$ cat src/inc/idac_ref_defines.vh
`ifndef IDAC_REF_DEFINES_VH
`define IDAC_REF_DEFINES_VH

// special-function register addresses
`define ADDR_REFERENCE_CONTROL   8'hd1
`define ADDR_SECOND_DAC_LOW      8'hf4

// reset values
`define RESET_REFERENCE_CONTROL  8'h00
`define RESET_SECOND_DAC_LOW     8'h00

// reference control field positions
`define REF_BUFFER_ENABLE_BIT    0
`define REF_BIAS_ENABLE_BIT      1
`define REF_TEMP_SENSOR_BIT      2
`define REF_SOURCE_SELECT_BIT    3
`define REF_LEVEL_SELECT_BIT     4
`define REF_ZERO_TEMPCO_BIT      5
`define REF_GENERAL_FLAG_BIT     6
`define REF_MERGE_SELECT_BIT     7

// converter control field positions
`define DAC_ENABLE_BIT           7
`define DAC_RIGHT_JUSTIFY_BIT    2

// low byte zero nibble
`define LOW_NIBBLE_ZERO          4'h0

// pin route codes for the second converter
`define ROUTE_PIN_P01            1'b0
`define ROUTE_PIN_P00            1'b1

// per-pin index of the takeover vectors
`define PIN_P00_IDX              0
`define PIN_P01_IDX              1

// released pin: no drive, no pullup
`define PIN_RELEASED_OUT         1'b0
`define PIN_RELEASED_OE_N        1'b1
`define PIN_RELEASED_PULLUP      1'b0

// read data when nothing is selected
`define READ_IDLE_DATA           8'h00

// low byte nibble ranges
`define LOW_UPPER_NIBBLE         7:4
`define LOW_LOWER_NIBBLE         3:0

`endif

$ cat src/logic/idac_pin_route.v
`timescale 1ns/1ps
`default_nettype none
`include "idac_ref_defines.vh"

// combinational pin routing for the two converter outputs
module idac_pin_route (
   input  wire i_first_enable,
   input  wire i_second_enable,
   input  wire i_merge_select,
   output reg  o_p00_analog,
   output reg  o_p01_analog,
   output reg  o_p00_first,
   output reg  o_p00_second,
   output reg  o_p01_second
);

   // first converter always lands on p0.0; second follows the merge select
   always @* begin
      // [RULE_03] fixed first output
      o_p00_first  = i_first_enable;
      // [RULE_04] merge select routing
      o_p00_second = i_second_enable & (i_merge_select == `ROUTE_PIN_P00);
      o_p01_second = i_second_enable & (i_merge_select == `ROUTE_PIN_P01);
      // [RULE_06] takeover of used pins
      o_p00_analog = o_p00_first | o_p00_second;
      o_p01_analog = o_p01_second;
   end

endmodule // idac_pin_route

`default_nettype wire

$ cat src/logic/idac_ref_control.v
`timescale 1ns/1ps
`default_nettype none
`include "idac_ref_defines.vh"

// Functional notes
// [RULE_01] left justified: low byte upper nibble holds data bits 3-0, lower nibble zero
// [RULE_02] right justified: low byte holds data bits 7-0 in full
// [RULE_03] first converter output always goes to pin p0.0 only
// [RULE_04] merge select clear routes second converter to p0.1, set to p0.0
// [RULE_05] both enables zero: converter pins act as ordinary gpio
// [RULE_06] an enabled converter's pin loses driver and pullup, joins converter output
// [RULE_07] software skips converter pins in the crossbar
// [RULE_08] both enabled and merged: both outputs combine on p0.0
// [RULE_09] source select zero uses reference pin, one uses supply
// [RULE_10] level select zero gives 1.5 v, one gives 2.2 v
// [RULE_11] buffer enable one drives internal reference onto reference pin
// [RULE_12] software clears buffer enable when internal reference unused
// [RULE_13] bias enable forced one while any bias user is enabled
// [RULE_14] bias enable zero: generator on demand; one: always on
// [RULE_15] zero-tempco bias enable zero: on demand; one: forced on
// [RULE_16] temp sensor enable one: on; zero: sensor high impedance
// [RULE_17] general flag is plain software storage
// [RULE_18] software makes p1.2 analog and skipped when a reference is used
// [RULE_19] converter enable is bit seven of its control register
// [RULE_20] justify select is bit two of its control register
// [RULE_21] writes land on the completing clock edge; registers reset to zero
module idac_ref_control (
   input  wire       i_clk,
   input  wire       i_rst_n,
   input  wire [7:0] i_sfr_addr,
   input  wire [7:0] i_sfr_wdata,
   input  wire       i_sfr_wr,
   input  wire       i_sfr_rd,
   input  wire [7:0] i_first_dac_ctrl,
   input  wire [7:0] i_second_dac_ctrl,
   input  wire       i_adc_enable,
   input  wire       i_osc_enable,
   input  wire       i_ztc_demand,
   input  wire       i_p00_gpio_out,
   input  wire       i_p00_gpio_oe_n,
   input  wire       i_p00_gpio_pullup,
   input  wire       i_p01_gpio_out,
   input  wire       i_p01_gpio_oe_n,
   input  wire       i_p01_gpio_pullup,
   output reg  [7:0] o_sfr_rdata,
   output reg        o_sfr_hit,
   output reg  [7:0] o_second_low_byte,
   output reg  [3:0] o_second_low_bits,
   output reg        o_p00_analog,
   output reg        o_p01_analog,
   output reg        o_p00_first,
   output reg        o_p00_second,
   output reg        o_p01_second,
   output reg        o_p00_out,
   output reg        o_p00_oe_n,
   output reg        o_p00_pullup,
   output reg        o_p01_out,
   output reg        o_p01_oe_n,
   output reg        o_p01_pullup,
   output reg        o_ref_source_supply,
   output reg        o_ref_level_high,
   output reg        o_ref_buffer_on,
   output reg        o_temp_sensor_on,
   output reg        o_bias_on,
   output reg        o_bias_reg_bit,
   output reg        o_zero_tempco_on
);

   // pin count of the takeover logic: p0.0 and p0.1
   localparam PIN_COUNT = 2;

   reg  [7:0] reference_control_reg;
   reg  [7:0] reference_control_next;
   reg  [7:0] second_low_reg;
   reg  [7:0] second_low_next;
   reg  [7:0] read_data_next;
   wire       read_hit;
   wire       bias_force_next;
   wire [1:0] pin_analog;
   wire [1:0] gpio_out;
   wire [1:0] gpio_oe_n;
   wire [1:0] gpio_pullup;
   wire [1:0] pin_out_next;
   wire [1:0] pin_oe_n_next;
   wire [1:0] pin_pullup_next;
   wire       first_enable;
   wire       second_enable;
   wire       second_right;
   wire       bias_demand;
   wire       route_p00_analog;
   wire       route_p01_analog;
   wire       route_p00_first;
   wire       route_p00_second;
   wire       route_p01_second;

   // [RULE_19] enable bits in control bit seven
   assign first_enable  = i_first_dac_ctrl[`DAC_ENABLE_BIT];
   assign second_enable = i_second_dac_ctrl[`DAC_ENABLE_BIT];
   // [RULE_20] justify select at control bit two
   assign second_right  = i_second_dac_ctrl[`DAC_RIGHT_JUSTIFY_BIT];

   // any analog user of the bias generator
   assign bias_demand = i_adc_enable | reference_control_reg[`REF_TEMP_SENSOR_BIT]
                      | i_osc_enable | first_enable | second_enable;

   // routing kept apart so the pin map can be reviewed on its own
   idac_pin_route u_route (
      .i_first_enable  (first_enable),
      .i_second_enable (second_enable),
      .i_merge_select  (reference_control_reg[`REF_MERGE_SELECT_BIT]),
      .o_p00_analog    (route_p00_analog),
      .o_p01_analog    (route_p01_analog),
      .o_p00_first     (route_p00_first),
      .o_p00_second    (route_p00_second),
      .o_p01_second    (route_p01_second)
   );

   // register write decode
   always @* begin
      reference_control_next = reference_control_reg;
      second_low_next        = second_low_reg;
      if (i_sfr_wr) begin
         // [RULE_21] write on completing edge
         if (i_sfr_addr == `ADDR_REFERENCE_CONTROL) begin
            // [RULE_17] flag stored as written
            reference_control_next = i_sfr_wdata;
         end
         if (i_sfr_addr == `ADDR_SECOND_DAC_LOW) begin
            // [RULE_01] left keeps upper nibble
            if (!second_right) begin
               second_low_next = {i_sfr_wdata[`LOW_UPPER_NIBBLE], `LOW_NIBBLE_ZERO};
            end else begin
               // [RULE_02] right keeps full byte
               second_low_next = i_sfr_wdata;
            end
         end
      end
   end

   // [RULE_21] state registers cleared by reset
   always @(posedge i_clk or negedge i_rst_n) begin
      if (!i_rst_n) begin
         reference_control_reg <= `RESET_REFERENCE_CONTROL;
         second_low_reg        <= `RESET_SECOND_DAC_LOW;
      end else begin
         reference_control_reg <= reference_control_next;
         second_low_reg        <= second_low_next;
      end
   end

   // gather both pins into vectors so the takeover logic is written once
   assign pin_analog[`PIN_P00_IDX]  = route_p00_analog;
   assign pin_analog[`PIN_P01_IDX]  = route_p01_analog;
   assign gpio_out[`PIN_P00_IDX]    = i_p00_gpio_out;
   assign gpio_out[`PIN_P01_IDX]    = i_p01_gpio_out;
   assign gpio_oe_n[`PIN_P00_IDX]   = i_p00_gpio_oe_n;
   assign gpio_oe_n[`PIN_P01_IDX]   = i_p01_gpio_oe_n;
   assign gpio_pullup[`PIN_P00_IDX] = i_p00_gpio_pullup;
   assign gpio_pullup[`PIN_P01_IDX] = i_p01_gpio_pullup;

   // an analog pin is released fully; a live driver or pullup would disturb the converter current
   genvar pin;
   generate
      for (pin = 0; pin < PIN_COUNT; pin = pin + 1) begin : g_pin_drive
         // [RULE_05] gpio passes when unused
         assign pin_out_next[pin]    = pin_analog[pin] ? `PIN_RELEASED_OUT : gpio_out[pin];
         // [RULE_06] driver and pullup off
         assign pin_oe_n_next[pin]   = pin_analog[pin] ? `PIN_RELEASED_OE_N : gpio_oe_n[pin];
         assign pin_pullup_next[pin] = pin_analog[pin] ? `PIN_RELEASED_PULLUP : gpio_pullup[pin];
      end
   endgenerate

   // [RULE_13] forced bias bit
   assign bias_force_next = reference_control_reg[`REF_BIAS_ENABLE_BIT] | bias_demand;

   // mapped read strobe
   assign read_hit = i_sfr_rd & ((i_sfr_addr == `ADDR_REFERENCE_CONTROL)
                               | (i_sfr_addr == `ADDR_SECOND_DAC_LOW));

   // read mux; idle data is zero so several sources can share an or-tree bus
   always @* begin
      // unmapped addresses and idle cycles read as zero
      read_data_next = `READ_IDLE_DATA;
      if (i_sfr_rd && i_sfr_addr == `ADDR_REFERENCE_CONTROL) begin
         read_data_next = reference_control_reg;
         // bias bit reads back forced; the stored bit keeps what software wrote
         read_data_next[`REF_BIAS_ENABLE_BIT] = bias_force_next;
      end else if (i_sfr_rd && i_sfr_addr == `ADDR_SECOND_DAC_LOW) begin
         read_data_next = second_low_reg;
      end
   end

   // read port; data stands for one cycle after the taking edge
   always @(posedge i_clk or negedge i_rst_n) begin
      if (!i_rst_n) begin
         o_sfr_rdata <= `READ_IDLE_DATA;
         o_sfr_hit   <= 1'b0;
      end else begin
         o_sfr_rdata <= read_data_next;
         o_sfr_hit   <= read_hit;
      end
   end

   // low byte view; the nibble pick follows the justification in force now, not at the write
   always @(posedge i_clk or negedge i_rst_n) begin
      if (!i_rst_n) begin
         o_second_low_byte <= `RESET_SECOND_DAC_LOW;
         o_second_low_bits <= `LOW_NIBBLE_ZERO;
      end else begin
         o_second_low_byte <= second_low_reg;
         if (second_right) begin
            // [RULE_02] data bits in lower nibble
            o_second_low_bits <= second_low_reg[`LOW_LOWER_NIBBLE];
         end else begin
            // [RULE_01] data bits in upper nibble
            o_second_low_bits <= second_low_reg[`LOW_UPPER_NIBBLE];
         end
      end
   end

   // routing flags, one cycle behind the enables like every other output
   always @(posedge i_clk or negedge i_rst_n) begin
      if (!i_rst_n) begin
         o_p00_first  <= 1'b0;
         o_p00_second <= 1'b0;
         o_p01_second <= 1'b0;
         o_p00_analog <= 1'b0;
         o_p01_analog <= 1'b0;
      end else begin
         // [RULE_03] p0.0 carries first
         o_p00_first  <= route_p00_first;
         // [RULE_08] merged onto p0.0
         o_p00_second <= route_p00_second;
         // [RULE_04] unmerged on p0.1
         o_p01_second <= route_p01_second;
         // [RULE_06] pin taken by a converter
         o_p00_analog <= pin_analog[`PIN_P00_IDX];
         o_p01_analog <= pin_analog[`PIN_P01_IDX];
      end
   end

   // p0.0 drive; reset leaves the pin released until the first clock edge
   always @(posedge i_clk or negedge i_rst_n) begin
      if (!i_rst_n) begin
         o_p00_out    <= `PIN_RELEASED_OUT;
         o_p00_oe_n   <= `PIN_RELEASED_OE_N;
         o_p00_pullup <= `PIN_RELEASED_PULLUP;
      end else begin
         o_p00_out    <= pin_out_next[`PIN_P00_IDX];
         o_p00_oe_n   <= pin_oe_n_next[`PIN_P00_IDX];
         o_p00_pullup <= pin_pullup_next[`PIN_P00_IDX];
      end
   end

   // p0.1 drive; taken only while the second converter is enabled and unmerged
   always @(posedge i_clk or negedge i_rst_n) begin
      if (!i_rst_n) begin
         o_p01_out    <= `PIN_RELEASED_OUT;
         o_p01_oe_n   <= `PIN_RELEASED_OE_N;
         o_p01_pullup <= `PIN_RELEASED_PULLUP;
      end else begin
         o_p01_out    <= pin_out_next[`PIN_P01_IDX];
         o_p01_oe_n   <= pin_oe_n_next[`PIN_P01_IDX];
         o_p01_pullup <= pin_pullup_next[`PIN_P01_IDX];
      end
   end

   // reference controls are plain copies of their register bits
   always @(posedge i_clk or negedge i_rst_n) begin
      if (!i_rst_n) begin
         o_ref_source_supply <= 1'b0;
         o_ref_level_high    <= 1'b0;
         o_ref_buffer_on     <= 1'b0;
         o_temp_sensor_on    <= 1'b0;
      end else begin
         // [RULE_09] reference source select
         o_ref_source_supply <= reference_control_reg[`REF_SOURCE_SELECT_BIT];
         // [RULE_10] reference level select
         o_ref_level_high    <= reference_control_reg[`REF_LEVEL_SELECT_BIT];
         // [RULE_11] buffer drives reference pin
         o_ref_buffer_on     <= reference_control_reg[`REF_BUFFER_ENABLE_BIT];
         // [RULE_16] sensor off means high-z
         o_temp_sensor_on    <= reference_control_reg[`REF_TEMP_SENSOR_BIT];
      end
   end

   // bias controls; demand is or-ed in so software cannot switch a needed bias off
   always @(posedge i_clk or negedge i_rst_n) begin
      if (!i_rst_n) begin
         o_bias_on      <= 1'b0;
         o_bias_reg_bit <= 1'b0;
      end else begin
         // [RULE_13] forced on by users
         o_bias_reg_bit <= bias_force_next;
         // [RULE_14] on demand or always
         o_bias_on      <= bias_force_next;
      end
   end

   // zero-tempco bias; the demand input comes from the bias users outside this block
   always @(posedge i_clk or negedge i_rst_n) begin
      if (!i_rst_n) begin
         o_zero_tempco_on <= 1'b0;
      end else begin
         // [RULE_15] zero-tempco on demand or forced
         o_zero_tempco_on <= reference_control_reg[`REF_ZERO_TEMPCO_BIT] | i_ztc_demand;
      end
   end

endmodule // idac_ref_control

`default_nettype wire

$ cat config.mk
export PLATFORM = sky130hd
export DESIGN_NAME = idac_ref_control
export DESIGN_NICKNAME = d
export VERILOG_FILES = /design/src/logic/idac_pin_route.v /design/src/logic/idac_ref_control.v
export VERILOG_INCLUDE_DIRS = /design/src /design/src/inc
export SDC_FILE = /design/constraint.sdc
export NUM_CORES = 1
export LEC_CHECK = 0
export BUFFER_PORTS_ARGS = -buffer_cell sky130_fd_sc_hd__buf_2
export CAP_MARGIN = 10
export CORE_MARGIN = 4
export CORE_UTILIZATION = 30
export CTS_CLUSTER_DIAMETER = 30
export CTS_CLUSTER_SIZE = 16
export DETAILED_ROUTE_END_ITERATION = 7
export SYNTH_ARGS = -nofsm -noshare
export SYNTH_HDL_FRONTEND = slang
export SYNTH_HIERARCHICAL = 1
export SYNTH_SLANG_ARGS = --single-unit
$ cat constraint.sdc
create_clock -name i_clk -period 1 [get_ports i_clk]
set_input_delay 0.1 -clock i_clk [delete_from_list [all_inputs] [get_ports i_clk]]
set_output_delay 0.1 -clock i_clk [all_outputs]
set_load 0.02 [all_outputs]
==> impl_metrics.yaml <==
power:
  power_density_nw_per_um2: 1497
  ir_drop_v: 0.0008227
  p_leak_nw: 1.350
die:
  die_y_um: 87.83
  start_util_pct: 31.54
  fp.coreArea_um2: 6061
  io_pins: 84
  rows: 28
  die_x_um: 87.83
  dieArea_um2: 7714
sta:
  hold_violations: 0
  setup_viol: 2
  clock.fmax_mhz: 954.5
  slew_headroom_pct: 73.91
  post-route-period-util_pct: 104.8
  slew_viol_final: 0
  layout_setup_ws_ns: -0.04770
  worstMarginPinSlew_ns: 0.3914
  rsz0062_at_grt: "yes"
  finClkSkew_ns: 0.005630
  period_minus_slack_ns: 1.048
yosys:
  synth_cell_type_count: 25
  syn_area_um2: 1912
  ys_seq_elements: 54
  synth_top_area_share_pct: 68.06
  yosys_warnings: 6
  syn_inst: 128
  ys_seq_area_share_pct: 70.81
  avgSynthCellArea_um2: 14.94
  synth-async-reset-ratio_pct: 100.0
  syn_nets: 173
  synth-edff-count: 0
  synth.area.top_cells: "dfrtp_1, mux2_2, a22oi_1, dfstp_2, mux2i_1"
  synth_ff_type: "dfrtp_1"
  yosysTopAreaCell: "dfrtp_1"
detailed_routing:
  viasPerCell: 4.360
  drt_iter0_markers: 47
  first_pass_iters: 4
  ant_nets: 0
  drc: 0
  wirelength_um: 4176
  via_count: 1273
  drt-wirelength-per-cell_um: 14.30
worst_setup_path:
  r2r_cells: 2
  crit_family: "flip-flops"
  cp_num_buf_inv: 1
  cp-startpoint: "o_p00_oe_n"
  worst_setup_path_start_kind: "flop"
  cpMaxStageDelayCell: "dfstp_2"
  worstPathRequired_ns: 0.90
  arrival_ns: 0.95
  end_kind: "output pin"
  timing.rr.start: "reference_control_reg[7]"
  slowest_delay_ns: 0.54
  rrSetupSlack_ns: 0.05
  worstPathCellList: "buf_6"
  reg2reg_to: "o_p00_oe_n"
  critPathKind: "flop to output pin"
  path_max_fanout: 1
global_routing:
  antenna_found_initial: 0
  grt_pass1_vias: 1347
  met1_usage_pct: 14.00
  grt_max_degree: 55
  track_usage_pct: 10.96
  grt-ovfl-total: 0
  grt_pass1_wl_um: 6472
  use_met2_pct: 17.88
  grt_busiest_layer: "met2"
  met3_usage_pct: 3.387
status:
  violations: "negative setup slack"
  status: "finished, violations left"
place:
  dp_hpwl_um: 2949
  portBuffers: 70
  gp_congestion: 0.7410
  placedCellCount: 276
  dp_slack_ns: -0.3334
min_path:
  whs_path_depth: 2
  hold-path-endpoint: "o_p00_pullup"
  hp-start: "i_p00_gpio_pullup"
  hold_class: "input port to flop"
cells_and_area:
  layoutNonFillerInstCount: 292
  area_delta_synth_final_pct: 40.84
  num-nets-final: 261
  diodes: 0
  drive_above_1_share_pct: 55.30
clock_network:
  cts_sinks: 54
  cts_max_level: 2
  clk_latency_ns: 0.30
  root_buffer: "clkbuf_8"
  cts_buffers: 5
  cts.reportedPaths.clkPinSlew_ns: 0.09
  cts_tree: "done"
  cts.path.max_buffers: 2
flow_run:
  cap_violations: 0
==> layout by cell type (no fill, tap or decap), drive strengths merged <==
cell type / instances
a21o: 1
mux2i: 4
a21oi: 1
or2: 3
a22oi: 7
and3b: 1
dfrtp: 52
dlygate4sd3: 6
nand4: 2
and2: 1
a21bo: 1
dfstp: 2
buf: 82
inv: 4
nor3b: 1
mux2: 16
clkinv: 1
nor4: 1
clkbuf: 7
nor2b: 4
nor4b: 2
and2b: 1
or3: 1
nor2: 10
nand2: 6
==> where the power goes <==
| part | switching [mW] | leakage, nW | internal [mW] |
|---|---|---|---|
| clock | 0.653 | 0.0482 | 0.560 |
| combinational | 0.254 | 0.626 | 0.231 |
| sequential | 0.0495 | 0.676 | 2.28 |
| total | 0.957 | 1.35 | 3.07 |
==> cell usage after synthesis (all sizes together) (2+ instances only) <==
library cell,n
dfrtp,52
mux2,16
nor2,10
a22oi,7
nand2,6
buf,5
inv,4
mux2i,4
nor2b,4
or2,3
clkbuf,2
dfstp,2
nand4,2
nor4b,2
==> per-stage QoR <==
| step | utilization (%) | total power, mW | hold WS, ns | TNS, ns | area (um^2) |
|---|---|---|---|---|---|
| 5_1_grt | 44.43 | 4.224 | 0.01864 | -0.4883 | 2693 |
| 6_report | 44.43 | 4.032 | 0.01592 | -0.08013 | 2693 |
| 2_1_floorplan | - | 2.577 | -0.1956 | -4.163 | 1938 |
| 4_1_cts | 42.75 | 4.051 | 0.004105 | -0.09571 | 2591 |
| 3_5_place_dp | 39.95 | 2.806 | 0.1157 | -5.129 | 2421 |
| 3_3_place_gp | 39.95 | 2.799 | 0.1167 | -4.679 | 2421 |
==> worst max-delay path by stage <==
stage                                    end  slack [ns]  cells past startpoint
global placement           second_low_reg[4]       -0.32                      5
finish                            o_p00_oe_n       -0.05                      1
global route                      o_p00_oe_n       -0.07                      1
detailed placement  reference_control_reg[6]       -0.33                      5
floorplan           reference_control_reg[0]       -0.37                      3
CTS                               o_p00_oe_n       -0.05                      1
==> layer usage <==
metal | wire length, um | up-vias
met5 | 0 | -
li1 | - | 602
met3 | 395 | 4
met2 | 1887 | 57
met1 | 1853 | 610
met4 | 40 | 0
==> kinds of logic (layout without fill, tap and decap cells) <==
logic type / after synthesis / in the layout / synth area share [%]
multiplexers: 20 / 20 / 11.52
buffers and inverters: 11 / 100 / 2.879
AO/OA/AOI/OAI: 10 / 10 / 3.992
AND/OR/NAND/NOR: 33 / 33 / 10.80
flip-flops: 54 / 54 / 70.81
==> area by class of cell <==
cell class / count / area, um^2
clock inverters: 1 / 5.005
flip-flops and latches: 54 / 1354
well taps: 75 / 93.84
clock buffers: 7 / 86.33
inverters: 4 / 15.01
fillers: 571 / 3368
multi-input cells: 63 / 578.1
repair buffers: 88 / 560.5
==> what timing repair did <==
item,CTS,global route
hold endpoints to repair,57,0
buffers inserted,0,2
gates resized for setup,5,20
setup endpoints to repair,5,17
pin swaps,3,3
hold buffers,6,0
(Power assumes the default switching activity.)
